## config.mk

```make
export PLATFORM = sky130hd
export DESIGN_NAME = ocd_option_decoder
export DESIGN_NICKNAME = d
export VERILOG_FILES = /design/src/ocd_pkg.sv /design/src/ocd_opt_store.sv /design/src/ocd_option_decoder.sv
export VERILOG_INCLUDE_DIRS = /design/src
export SDC_FILE = /design/constraint.sdc
export NUM_CORES = 1
export LEC_CHECK = 0
export BUFFER_PORTS_ARGS = -buffer_cell sky130_fd_sc_hd__buf_2
export CORE_AREA = 2 2 62 64
export CTS_BUF_LIST = sky130_fd_sc_hd__clkbuf_8
export DETAILED_ROUTE_END_ITERATION = 10
export DIE_AREA = 0 0 64 66
export HOLD_SLACK_MARGIN = 0.02
export PLACE_DENSITY = 0.79
export SKIP_LAST_GASP = 1
export SLEW_MARGIN = 25
export SYNTH_ARGS = -nofsm -noshare
export SYNTH_HDL_FRONTEND = slang
export SYNTH_SLANG_ARGS = --single-unit
```

## constraint.sdc

```tcl
create_clock -name clk_i -period 3.26 [get_ports clk_i]
set_clock_uncertainty 0.2 [all_clocks]
set_input_delay 0.326 -clock clk_i [delete_from_list [all_inputs] [get_ports clk_i]]
set_output_delay 0.326 -clock clk_i [all_outputs]
set_load 0.05 [all_outputs]
```

## src/ocd_cfg.svh

```systemverilog
// Option decoder constants: field positions, widths, encodings and reset values
`ifndef OCD_CFG_SVH
`define OCD_CFG_SVH

// -----------------------------------------------------------------------------
// Option word layout
// -----------------------------------------------------------------------------
`define OCD_OPT_W          18
`define OCD_HSEL_LSB       0
`define OCD_LSEL_BIT       2
`define OCD_WSRC_BIT       3
`define OCD_IRCF_LSB       4
`define OCD_RPIN_BIT       6
`define OCD_WDTE_BIT       7
`define OCD_WCLR_BIT       8
`define OCD_BOE_BIT        9
`define OCD_BOV_LSB        10
`define OCD_SIME_BIT       12
`define OCD_WRITE_COLLISION_FLAG_BIT       13
`define OCD_CHIP_SELECT_ENABLE_BIT_BIT       14
`define OCD_DBN_LSB        15
`define OCD_OPT_VALID_BIT  17

// -----------------------------------------------------------------------------
// Encodings
// -----------------------------------------------------------------------------
`define OCD_HS_XTAL        2'h0
`define OCD_HS_ERC         2'h1
`define OCD_HS_IRC         2'h2
`define OCD_IRC_4M         2'h0
`define OCD_IRC_8M         2'h1
`define OCD_IRC_12M        2'h2
`define OCD_DBN_NONE       2'h0
`define OCD_DBN_2          2'h1
`define OCD_DBN_4          2'h2
`define OCD_DBN_CYC_2      3'h2
`define OCD_DBN_CYC_4      3'h4

// -----------------------------------------------------------------------------
// Safe values before the options are loaded
// -----------------------------------------------------------------------------
`define OCD_RST_OPT        18'h000C0

`endif

```

## src/ocd_pkg.sv

```systemverilog
// Types for the option decoder
`default_nettype none
package ocd_pkg;
    typedef enum logic [1:0] {
        OCD_HS_XTAL_E = 2'h0,
        OCD_HS_ERC_E  = 2'h1,
        OCD_HS_IRC_E  = 2'h2
    } ocd_hs_e;

    typedef enum logic [2:0] {
        OCD_ST_LOAD = 3'h1,
        OCD_ST_HOLD = 3'h2,
        OCD_ST_RUN  = 3'h4
    } ocd_state_e;
endpackage
`default_nettype wire

```

## src/ocd_opt_store.sv

```systemverilog
// Option word store: captures once, then holds the word until the next reset
`include "ocd_cfg.svh"
`default_nettype none
module ocd_opt_store (
    input  wire logic                  clk_i,
    input  wire logic                  rst_n_i,
    input  wire logic                  ce_i,
    input  wire logic                  load_i,
    input  wire logic [`OCD_OPT_W-1:0] opt_i,
    output logic      [`OCD_OPT_W-1:0] opt_o,
    output logic                       loaded_o
);
    logic [`OCD_OPT_W-1:0] next_opt;
    logic                  next_loaded;

    // single capture: once loaded only reset reopens the store
    always_comb begin
        next_opt    = opt_o;
        next_loaded = loaded_o;
        if (ce_i && load_i && !loaded_o) begin
            next_opt    = opt_i;
            next_loaded = 1'b1;
        end
    end

    always_ff @(posedge clk_i or negedge rst_n_i) begin
        if (!rst_n_i) begin
            opt_o    <= `OCD_RST_OPT;
            loaded_o <= 1'b0;
        end else begin
            opt_o    <= next_opt;
            loaded_o <= next_loaded;
        end
    end

    AST_STORE_FROZEN: assert property (@(posedge clk_i) disable iff (!rst_n_i)
        $past(loaded_o) |-> $stable(opt_o))
        else $error("option store changed after load");
endmodule
`default_nettype wire

```

## src/ocd_option_decoder.sv

```systemverilog
// Option decoder: turns the programmed option word into fixed control outputs
// -----------------------------------------------------------------------------
// -----------------------------------------------------------------------------
`include "ocd_cfg.svh"
`default_nettype none
module ocd_option_decoder (
    input  wire logic                  clk_i,
    input  wire logic                  nrst_i,
    input  wire logic                  ce_i,
    input  wire logic [`OCD_OPT_W-1:0] opt_word_i,
    output logic      [1:0]            high_speed_clock_sel_o,
    output logic                       hs_external_crystal_osc_o,
    output logic                       hs_external_rc_osc_o,
    output logic                       hs_internal_fast_rc_osc_o,
    output logic                       low_speed_clock_irc_o,
    output logic                       sub_clock_irc_o,
    output logic                       timebase_clock_irc_o,
    output logic                       watchdog_clock_sys4_o,
    output logic      [1:0]            internal_fast_rc_freq_o,
    output logic                       port_b_bit0_clear_pin_o,
    output logic                       watchdog_en_o,
    output logic                       watchdog_clear_instr_two_o,
    output logic                       brownout_reset_en_o,
    output logic      [1:0]            brownout_reset_level_o,
    output logic                       serial_interface_unit_en_o,
    output logic                       write_collision_flag_en_o,
    output logic                       chip_select_enable_bit_en_o,
    output logic      [2:0]            i2c_debounce_cycles_o,
    output logic                       opt_error_o,
    output logic                       units_release_o
);
    // -------------------------------------------------------------------------
    // Reset release
    // -------------------------------------------------------------------------
    logic rst_meta;
    logic rst_n;

    always_ff @(posedge clk_i or negedge nrst_i) begin
        if (!nrst_i) begin
            rst_meta <= 1'b0;
            rst_n    <= 1'b0;
        end else if (ce_i) begin
            // Release also waits on the enable, so a stalled clock delays every step
            rst_meta <= 1'b1;
            rst_n    <= rst_meta;
        end
    end

    // -------------------------------------------------------------------------
    // Load sequence
    // -------------------------------------------------------------------------
    ocd_pkg::ocd_state_e state;
    ocd_pkg::ocd_state_e next_state;
    logic [`OCD_OPT_W-1:0] opt;
    logic                  loaded;
    logic                  load;

    // capture straight after reset release, before units run
    always_comb begin
        next_state = state;
        load       = 1'b0;
        case (state)
            ocd_pkg::OCD_ST_LOAD: begin
                load       = 1'b1;
                next_state = ocd_pkg::OCD_ST_HOLD;
            end
            ocd_pkg::OCD_ST_HOLD: begin
                if (loaded) begin
                    next_state = ocd_pkg::OCD_ST_RUN;
                end
            end
            ocd_pkg::OCD_ST_RUN: begin
                next_state = ocd_pkg::OCD_ST_RUN;
            end
            default: begin
                next_state = ocd_pkg::OCD_ST_LOAD;
            end
        endcase
    end

    always_ff @(posedge clk_i or negedge rst_n) begin
        if (!rst_n) begin
            state <= ocd_pkg::OCD_ST_LOAD;
        end else if (ce_i) begin
            state <= next_state;
        end
    end

    ocd_opt_store u_store (
        .clk_i    (clk_i),
        .rst_n_i  (rst_n),
        .ce_i     (ce_i),
        .load_i   (load),
        .opt_i    (opt_word_i),
        .opt_o    (opt),
        .loaded_o (loaded)
    );

    // -------------------------------------------------------------------------
    // Decode
    // -------------------------------------------------------------------------
    logic [1:0] hs;
    logic [1:0] irc;
    logic [1:0] dbn;
    logic [2:0] next_dbn_cyc;
    logic       next_err;
    logic       valid;

    assign hs  = opt[`OCD_HSEL_LSB +: 2];
    assign irc = opt[`OCD_IRCF_LSB +: 2];
    assign dbn = opt[`OCD_DBN_LSB +: 2];
    assign valid = (state == ocd_pkg::OCD_ST_RUN);

    always_comb begin
        case (dbn)
            `OCD_DBN_NONE: next_dbn_cyc = 3'h0;
            `OCD_DBN_2:    next_dbn_cyc = `OCD_DBN_CYC_2;
            `OCD_DBN_4:    next_dbn_cyc = `OCD_DBN_CYC_4;
            default:       next_dbn_cyc = 3'h0;
        endcase
    end

    // flag undefined codes and a clear valid bit; an undefined code falls back to safe defaults
    assign next_err = (hs == 2'h3) || (irc == 2'h3) || (dbn == 2'h3)
                      || !opt[`OCD_OPT_VALID_BIT];

    // -------------------------------------------------------------------------
    // Output registers
    // -------------------------------------------------------------------------
    // Outputs update from the store on every enabled cycle, its reset value included before load, so they track it one cycle late
    always_ff @(posedge clk_i or negedge rst_n) begin
        if (!rst_n) begin
            high_speed_clock_sel_o      <= `OCD_HS_IRC;
            hs_external_crystal_osc_o   <= 1'b0;
            hs_external_rc_osc_o        <= 1'b0;
            hs_internal_fast_rc_osc_o   <= 1'b1;
            low_speed_clock_irc_o       <= 1'b1;
            sub_clock_irc_o             <= 1'b1;
            timebase_clock_irc_o        <= 1'b1;
            watchdog_clock_sys4_o       <= 1'b0;
            internal_fast_rc_freq_o     <= `OCD_IRC_4M;
            port_b_bit0_clear_pin_o     <= 1'b1;
            watchdog_en_o               <= 1'b1;
            watchdog_clear_instr_two_o  <= 1'b0;
            brownout_reset_en_o         <= 1'b0;
            brownout_reset_level_o      <= 2'h0;
            serial_interface_unit_en_o  <= 1'b0;
            write_collision_flag_en_o   <= 1'b0;
            chip_select_enable_bit_en_o <= 1'b0;
            i2c_debounce_cycles_o       <= 3'h0;
            opt_error_o                 <= 1'b0;
            units_release_o             <= 1'b0;
        end else if (ce_i) begin
            // one-hot high-speed source, undefined code falls to internal RC
            high_speed_clock_sel_o      <= (hs == 2'h3) ? `OCD_HS_IRC : hs;
            hs_external_crystal_osc_o   <= (hs == `OCD_HS_XTAL);
            hs_external_rc_osc_o        <= (hs == `OCD_HS_ERC);
            hs_internal_fast_rc_osc_o   <= (hs == `OCD_HS_IRC) || (hs == 2'h3);
            low_speed_clock_irc_o       <= opt[`OCD_LSEL_BIT];
            // sub and time-base follow low-speed choice
            sub_clock_irc_o             <= opt[`OCD_LSEL_BIT];
            timebase_clock_irc_o        <= opt[`OCD_LSEL_BIT];
            watchdog_clock_sys4_o       <= opt[`OCD_WSRC_BIT];
            internal_fast_rc_freq_o     <= (irc == 2'h3) ? `OCD_IRC_4M : irc;
            port_b_bit0_clear_pin_o     <= opt[`OCD_RPIN_BIT];
            watchdog_en_o               <= opt[`OCD_WDTE_BIT];
            watchdog_clear_instr_two_o  <= opt[`OCD_WCLR_BIT];
            brownout_reset_en_o         <= opt[`OCD_BOE_BIT];
            brownout_reset_level_o      <= opt[`OCD_BOV_LSB +: 2];
            serial_interface_unit_en_o  <= opt[`OCD_SIME_BIT];
            write_collision_flag_en_o   <= opt[`OCD_SIME_BIT] & opt[`OCD_WRITE_COLLISION_FLAG_BIT];
            chip_select_enable_bit_en_o <= opt[`OCD_SIME_BIT] & opt[`OCD_CHIP_SELECT_ENABLE_BIT_BIT];
            i2c_debounce_cycles_o       <= next_dbn_cyc;
            opt_error_o                 <= valid & next_err;
            // release units only after decode is stable
            units_release_o             <= valid;
        end
    end

    // -------------------------------------------------------------------------
    // Checks
    // -------------------------------------------------------------------------
    AST_FROZEN: assert property (@(posedge clk_i) disable iff (!rst_n)
        $past(units_release_o) |-> $stable(watchdog_en_o) && $stable(brownout_reset_level_o)
        && $stable(i2c_debounce_cycles_o))
        else $error("decoded option moved after release");
    AST_HS_ONEHOT: assert property (@(posedge clk_i) disable iff (!rst_n)
        $onehot({hs_external_crystal_osc_o, hs_external_rc_osc_o, hs_internal_fast_rc_osc_o}))
        else $error("high-speed source not one-hot");
    AST_SUB_FOLLOWS: assert property (@(posedge clk_i) disable iff (!rst_n)
        sub_clock_irc_o == low_speed_clock_irc_o && timebase_clock_irc_o == low_speed_clock_irc_o)
        else $error("sub or time-base clock disagrees with low-speed choice");
    AST_DBN_SET: assert property (@(posedge clk_i) disable iff (!rst_n)
        units_release_o |-> i2c_debounce_cycles_o inside {3'h0, 3'h2, 3'h4})
        else $error("debounce length outside 0, 2 or 4");
    AST_WRITE_COLLISION_FLAG_GATE: assert property (@(posedge clk_i) disable iff (!rst_n)
        write_collision_flag_en_o |-> serial_interface_unit_en_o)
        else $error("collision flag live with serial unit off");
    AST_CHIP_SELECT_ENABLE_BIT_GATE: assert property (@(posedge clk_i) disable iff (!rst_n)
        chip_select_enable_bit_en_o |-> serial_interface_unit_en_o)
        else $error("chip-select bit live with serial unit off");
    AST_RELEASE_TIME: assert property (@(posedge clk_i) disable iff (!rst_n)
        $rose(rst_n) && ce_i ##1 ce_i ##1 ce_i |=> units_release_o)
        else $error("units not released three enabled cycles after reset");
    AST_WDT_MATCH: assert property (@(posedge clk_i) disable iff (!rst_n)
        units_release_o |-> watchdog_en_o == opt[`OCD_WDTE_BIT]
        && watchdog_clear_instr_two_o == opt[`OCD_WCLR_BIT])
        else $error("watchdog outputs disagree with stored option");

    COV_RELEASE: cover property (@(posedge clk_i) disable iff (!rst_n) $rose(units_release_o));
    COV_XTAL: cover property (@(posedge clk_i) disable iff (!rst_n)
        units_release_o && hs_external_crystal_osc_o);
    COV_DBN4: cover property (@(posedge clk_i) disable iff (!rst_n) i2c_debounce_cycles_o == 3'h4);
    COV_ERR: cover property (@(posedge clk_i) disable iff (!rst_n) opt_error_o);
endmodule
`default_nettype wire

```

Word level (Yosys, flattened, before mapping)
Index checks and enable logic that the tools add are counted.
{"block": "word_totals", "reg_bits": 47, "inputBits": 21, "out_inout_bits": 25, "wordCells": 53}
{"block": "classes", "eq_ne": 11, "mux": 6, "n_bitwise": 3, "reduce_logical": 10}
{"cell": "2-bit == test, second input constant", "count": 5}
{"cell": "3-bit case mux with 3 select lines", "count": 1}
{"cell": "3-bit case mux with 2 select lines", "count": 1}
{"cell": "2-bit by 1-bit == test with 1-bit output, second input constant", "count": 2}
{"cell": "1-bit logical OR", "count": 4}
{"cell": "2-bit two-way mux", "count": 2}
{"cell": "1-bit bitwise AND", "count": 3}
{"cell": "3-bit by 1-bit == test with 1-bit output, second input constant", "count": 1}
{"cell": "3-bit by 2-bit == test with 1-bit output, second input constant", "count": 1}
{"cell": "3-bit == test, second input constant", "count": 1}
{"cell": "3-bit two-way mux", "count": 1}
{"cell": "1-bit logical AND", "count": 2}
{"cell": "1-bit zero test", "count": 2}
{"cell": "2-bit zero test", "count": 1}
{"cell": "2-bit by 1-bit inequality test with 1-bit output, second input constant", "count": 1}
{"cell": "2-bit AND reduction", "count": 1}
{"cell": "1-bit two-way mux", "count": 1}

Logic depth before layout (Yosys ltp)
Gate-level depths: netlist (run 1).
{"block": "logic_depth", "ltp_word": 5, "ltp_mapped": 6, "depth_no_buf": 3}

By module
A second synthesis (run 1) with hierarchy kept.
{"block": "hier_totals", "cells_unflattened": 136, "area_unflattened_um2": 1905.6}
{"module": "ocd_option_decoder", "n_inst": 1, "cells_each": 96, "area_per_inst_um2": 1148.6, "seq_area_each_um2": 658.1}
{"module": "ocd_opt_store", "n_inst": 1, "cells_each": 40, "area_per_inst_um2": 757.0, "seq_area_each_um2": 478.0}

Least setup slack after synthesis (run 1)
Ideal clock, no wire load.
{"block": "synth_timing", "path_kind": "register to register", "start": "register state[0]", "end": "register u_store.opt_o[17]", "arrival_ps": 1482, "path_slack_ps": 1453, "stages_incl_launch_ff": 6, "n_path_buf": 2, "period_less_slack_ps": 1807, "cell_sequence": "dfstp_2 > and4bb_4 > nor2b_4 > buf_6 > buf_12 > mux2_4"}
{"block": "synth_between", "elab_chain_cells": 4}
{"element": "from (decl)", "line_no": "ocd_option_decoder.sv:52", "text": "ocd_pkg::ocd_state_e state;"}
{"element": "from (signal assigned)", "line_no": "ocd_option_decoder.sv:83", "text": "state <= ocd_pkg::OCD_ST_LOAD;"}
{"element": "from (signal assigned)", "line_no": "ocd_option_decoder.sv:85", "text": "state <= next_state;"}
{"element": "3-bit by 1-bit == test with 1-bit output", "line_no": "ocd_option_decoder.sv:62", "text": "case (state)"}
{"element": "1-bit two-way mux", "line_no": "ocd_option_decoder.sv:62"}
{"element": "1-bit logical AND (2 in a row)", "line_no": "ocd_opt_store.sv:20", "text": "if (ce_i && load_i && !loaded_o) begin"}
{"element": "to (signal assigned)", "line_no": "ocd_opt_store.sv:28", "text": "opt_o <= `OCD_RST_OPT;"}
{"element": "to (signal assigned)", "line_no": "ocd_opt_store.sv:31", "text": "opt_o <= next_opt;"}
{"element": "to (decl)", "line_no": "ocd_opt_store.sv:10", "text": "output logic [`OCD_OPT_W-1:0] opt_o,"}
Every way passes these cells.
A chain may end at the register's enable or synchronous reset.

Final worst setup path (run 1)
{"block": "layout_timing", "start": "register state[0]", "end": "register u_store.opt_o[16]"}
Same word-level chain as after synthesis.

==> results of run 1 <==
==> path summary, 6_finish.rpt <==
path / startpoint / endpoint / slack (ps) / depth (start not counted)
max in group asynchronous: rst_n / i2c_debounce_cycles_o[1] / 2080 / 0
hold / removal: opt_word_i[2] / u_store.opt_o[2] / 60 / 2
hold reg to reg: rst_n / u_store.opt_o[8] / 210 / 0
setup / recovery: state[0] / u_store.opt_o[16] / 1110 / 3
min in group asynchronous: nrst_i / rst_meta / 140 / 2
setup reg to reg: state[0] / u_store.opt_o[16] / 1110 / 3
==> routing by layer <==
metal	track usage (%)	vias up	wire, um
met5	0	-	0
met4	6.79	0	20
met3	5.96	2	127
met2	28.3	21	1700
met1	20.4	584	1440
li1	-	535	-
==> through the flow <==
step / setup WS (ps) / utilization (%) / instances / hold slack, ps / area (um^2)
2_1_floorplan: 1450 / - / 134 / -170 / 1880
3_3_place_gp: 1190 / 58.7 / 217 / -89.3 / 2080
3_5_place_dp: 1130 / 58.7 / 217 / -83.7 / 2080
4_1_cts: 1100 / 61.5 / 226 / 52.9 / 2180
5_1_grt: 1050 / 61.5 / 226 / 51.7 / 2180
6_report: 1110 / 61.5 / 226 / 61.1 / 2180
==> placed cells by master, fill, tap and decap left out <==
cell / n
and4bb_4: 1
mux2i_1: 1
a21o_1: 1
nor2_1: 1
o22a_1: 1
dfrtp_2: 1
dlygate4sd3_1: 1
dfstp_2: 8
mux2_4: 10
o31ai_1: 1
nand2_1: 2
mux2_2: 19
nand3_1: 2
and2b_1: 1
buf_2: 44
clkbuf_8: 6
inv_1: 14
nor2b_1: 1
o21ai_0: 10
conb_1: 1
a31oi_1: 1
or2_2: 2
a22oi_1: 1
nand3b_1: 6
and3_1: 1
o22ai_1: 2
buf_4: 1
dfrtp_1: 36
nor2b_4: 1
a21boi_0: 1
==> report_power, final <==
part	switching [mW]	internal [mW]	total, mW
clock network	0.170	0.167	0.337
logic	0.620	0.325	0.945
registers	0.158	0.825	0.984
total	0.949	1.32	2.27
==> flip-flops by register name (all words and copies together), names as in the netlist, 2 cells and up <==
signal                   cells
i2c_debounce_cycles_o        2
brownout_reset_level_o       2
internal_fast_rc_freq_o      2
state                        3
u_store.opt_o               18
==> repair_timing <==
item | 4_1_cts | 5_1_grt
endpoints found under the hold margin | 2 | 0
buffers inserted | 0 | 0
hold buffers | 1 | 0
==> kinds of logic after synthesis <==
kind of cell           share of synthesized area (%)
buffers and inverters                           6.67
DFF                                             60.6
muxes                                           19.9
and+or+nand+nor                                 6.87
other                                          0.200
AOI/OAI and AO/OA                               5.74
==> Yosys cell counts (2+ instances only) <==
cell type  count  area (um^2)
o22ai_1        2         12.5
o21ai_0       10         50.1
dfstp_2        8          210
nand3b_1       6         45.0
nand3_1        2         10.0
inv_1         12         45.0
nand2_1        2         7.51
or2_2          2         12.5
clkbuf_1       3         11.3
buf_4          5         37.5
mux2_4        10          150
dfrtp_1       37          926
mux2_2        19          214
==> area by class of cell <==
class / instances / area, um^2
fill: 263 / 1370
tap: 48 / 60.1
sequential: 45 / 1140
multi-input combinational: 67 / 614
clock buffer: 6 / 82.6
clock inverter: 2 / 7.51
inverter: 12 / 45.0
timing repair buffer: 46 / 238
==> results.json, run 1 <==
{
  "arrival_ps": 2120,
  "post_cts_resized": 0,
  "layout-drive-gt1-share_pct": 52.2,
  "hold_viol": 0,
  "cp_max_fo": 18,
  "synthDistinctLibCells": 29,
  "fin_crit_ps": 2150,
  "max_freq_ghz": 0.465,
  "path_delay_family": "simple AND/OR/NAND/NOR gates",
  "p_leak_nw": 1.03,
  "post_drt_wl_per_cell_um": 14.5,
  "peakVddDrop_mv": 0.502,
  "io_pins": 46,
  "yosysSeqAreaShare_pct": 60.6,
  "first_iter_violations": 19,
  "crit_required_ps": 3230,
  "cpPeakStageDelay_ps": 590,
  "relSlewSlack_pct": 39.3,
  "synth-main-ff-cell": "dfrtp_1",
  "antenna_found_initial": 0,
  "drv_slew": 0,
  "start_kind": "flop",
  "clockBufferDepth": 2,
  "grt_start_max_net_pins": 45,
  "htree_num_levels": 2,
  "core_um2": 3550,
  "crit_path_end_kind": "flop",
  "clkTransAtPathRegs_ps": 80,
  "cts_tree": "yes",
  "synth-async-reset-ratio_pct": 100,
  "power.density_nw_per_um2": 1040,
  "rows": 22,
  "fp.dieH_um": 66,
  "diodes": 0,
  "gr-usage-all-layers_pct": 17.0,
  "syn_inst": 134,
  "first_pass_iters": 3,
  "crit_path_cell_trace": "and4bb_4, nor2b_4, mux2_2",
  "area_growth_pct": 16.5,
  "path_class": "reg -> reg",
  "rsz0062_at_grt": "false",
  "status": "complete, no violations",
  "setup_viol_count_final": 0,
  "clock_sinks": 45,
  "post-route-period-util_pct": 66.0,
  "yosysWarnings": 0,
  "tightest_slew_ps": 910,
  "wl_um": 3280,
  "syn_area_per_cell_um2": 14.0,
  "hpwl_um": 2240,
  "cts_buffers": 5,
  "die_w_um": 64,
  "grt_first_pass_wirelength_um": 5300,
  "worst-path-buf-inv": 0,
  "drt.antenna.violating_nets": 0,
  "syn_area_um2": 1880,
  "ys_seq_elements": 45,
  "drc": 0,
  "start_util_pct": 52.8,
  "crit_path_top_delay_cell": "dfstp_2",
  "die_area_um2": 4220,
  "drt-vias-per-instance": 5.05,
  "grt_pass1_vias": 1170,
  "syn-num-nets": 155,
  "tns_ps": 0,
  "synth_edf_count": 0,
  "vias": 1142,
  "hold_path_class": "in -> reg",
  "power_mw": 2.27,
  "nets": 198,
  "port_buffers": 44,
  "grt-ovfl-total": 0,
  "root_buffer": "clkbuf_8",
  "max-cap-violations": 0,
  "gp_congestion": 0.753,
  "clock_latency_ps": 290
}
No activity file was read; power rests on OpenSTA's default activity.
==> run 2: changes to the inputs <==
Settings changed: ABC_AREA set to 1.
Clock period 3.26 ns to 2.2 ns, I/O delays scaled along.
==> run 2 against run 1 <==
Register-to-register slack worse by 550 ps. Final area up 8.8%. Critical path type unchanged. Worst hold slack worse by 48 ps. Sequential share of layout area down 4.2 points.
==> results.json, run 2 <==
{
  "fin_crit_ps": 1640,
  "cts_buffers": 5,
  "startpoint": "u_store.loaded_o",
  "hold_path_class": "reg -> async",
  "synth-main-ff-cell": "dfrtp_1",
  "status": "complete, no violations",
  "max_freq_ghz": 0.609,
  "worst-path-buf-inv": 1,
  "clock_sinks": 45,
  "die_w_um": 64,
  "drv_slew": 0,
  "start_kind": "flop",
  "postCtsHoldBufs": 19,
  "core_um2": 3550,
  "tns_ps": 0,
  "gp_congestion": 0.781,
  "p_leak_nw": 1.32,
  "rsz0062_at_grt": "false",
  "first_iter_violations": 62,
  "cp_max_fo": 18,
  "clkTransAtPathRegs_ps": 80,
  "peakVddDrop_mv": 0.434,
  "synth-async-reset-ratio_pct": 100,
  "layout-drive-gt1-share_pct": 25.1,
  "arrival_ps": 1620,
  "met1_usage_pct": 23.3,
  "synthDistinctLibCells": 20,
  "io_pins": 46,
  "grt_first_pass_wirelength_um": 6580,
  "path_class": "reg -> reg",
  "area_growth_pct": 27.0,
  "die_area_um2": 4220,
  "grt_pass1_vias": 1552,
  "drt-vias-per-instance": 4.96,
  "syn_area_per_cell_um2": 9.04,
  "critical_path.reg2reg.startpoint": "u_store.loaded_o",
  "hpwl_um": 2470,
  "vias": 1561,
  "yosysSeqAreaShare_pct": 60.7,
  "synth_edf_count": 0,
  "syn_area_um2": 1870,
  "clock_latency_ps": 290,
  "start_util_pct": 52.7,
  "first_pass_iters": 4,
  "final_common_cell": "nand2_1",
  "htree_num_levels": 2,
  "crit_path_end_kind": "flop",
  "nets": 287,
  "yosys-top-cells-count": "nand2_1 (96), dfrtp_1 (37), nand4_1 (20)",
  "grt-ovfl-total": 0,
  "syn-num-nets": 228,
  "path_common_cell": "nand2_1",
  "busiest_layer": "met2",
  "worst_slack_ps": 559,
  "yosysWarnings": 0,
  "use_met2_pct": 37.0,
  "place_worst_setup_slack_ps": 583,
  "synth_area_leaders": "dfrtp_1 (49%), nand2_1 (19%), dfstp_2 (11%)",
  "setup_viol_count_final": 0,
  "finalCoreUtilization_pct": 66.9,
  "max-cap-violations": 0,
  "grt_start_max_net_pins": 29,
  "syn_inst": 207,
  "port_buffers": 44,
  "final_cell_mix": "nand2_1 (96), buf_2 (44), dfrtp_1 (36), nand4_1 (20), dlygate4sd3_1 (19)",
  "drc": 0,
  "synth_most_common_cell": "nand2_1",
  "hold_viol": 0,
  "rows": 22,
  "gr-usage-all-layers_pct": 20.2,
  "fp.dieH_um": 66,
  "post-route-period-util_pct": 74.6,
  "crit_path_top_delay_cell": "nand3_2",
  "met3_usage_pct": 4.09,
  "root_buffer": "clkbuf_8",
  "yosysTopAreaCellShare_pct": 49.5,
  "drt.antenna.violating_nets": 0,
  "wl_um": 3650,
  "ys_seq_elements": 45,
  "largest_register": "u_store.opt_o",
  "post_cts_buffers": 0,
  "path_delay_family": "simple AND/OR/NAND/NOR gates",
  "antenna_found_initial": 0,
  "crit_path_cell_trace": "inv_1, nand3_2, nand2_1, nand2_1",
  "post_drt_wl_per_cell_um": 11.6,
  "top_regs": "u_store.opt_o: 18 flops, state: 3 flops",
  "post_cts_resized": 0,
  "diodes": 0,
  "crit_required_ps": 2180,
  "largest_reg_flops": 18,
  "cpPeakStageDelay_ps": 410,
  "yosys.area.top_type": "dfrtp_1",
  "clockBufferDepth": 2,
  "cts_tree": "yes",
  "power.density_nw_per_um2": 728
}
-- run 2: final cells by class --
class,count,area (um^2)
repair buffers,67,440
fillers,294,1170
inverters,6,22.5
clock inverters,2,7.51
multi-input cells,141,626
flip-flops and latches,45,1140
well taps,48,60.1
clock buffers,6,82.6
-- run 2: worst register-to-register path: stages, from the launching register on --
cell and delay, ps:
dfrtp_1 380, inv_1 300, nand3_2 410, nand2_1 180
nand2_1 60
-- run 2: per-layer routing --
| metal | up-vias | share of wire (%) |
|---|---|---|
| li1 | 779 | - |
| met1 | 735 | 41 |
| met2 | 41 | 52 |
| met3 | 6 | 5.0 |
| met4 | 0 | 1.8 |
| met5 | - | 0 |
-- run 2: stage by stage --
step | std cells | area [um^2] | hold slack, ps | power (mW)
6_report | 315 | 2380 | 13.2 | 1.73
4_1_cts | 315 | 2380 | 21.5 | 1.74
3_3_place_gp | 288 | 2100 | -195 | 1.21
2_1_floorplan | 207 | 1870 | -276 | 1.15
5_1_grt | 315 | 2380 | 34.4 | 1.83
3_5_place_dp | 288 | 2100 | -193 | 1.22
-- run 2: final timing paths --
check                                             to  slack, ps  depth (start not counted)
max                                 u_store.opt_o[4]        560                          4
max in group asynchronous                   state[0]       1080                          1
max reg2reg                         u_store.opt_o[4]        560                          4
min reg2reg                brownout_reset_level_o[1]         10                          0
min                        brownout_reset_level_o[1]         10                          0
min in group clk_i               brownout_reset_en_o        140                          3
-- run 2: cells by family (layout without fill, tap and decap cells) --
group                  after synthesis  after routing  share of synthesized area, %
buffers and inverters               21             81                          5.82
AOI/OAI and AO/OA                    5              5                          1.94
other                                1              1                         0.200
and+or+nand+nor                    135            135                          31.3
DFF                                 45             45                          60.7
-- run 2: power breakdown --
| part | internal [mW] | switching (mW) | total [mW] |
|---|---|---|---|
| registers | 0.872 | 0.0434 | 0.916 |
| logic | 0.106 | 0.210 | 0.316 |
| clock network | 0.247 | 0.252 | 0.498 |
| total | 1.22 | 0.505 | 1.73 |
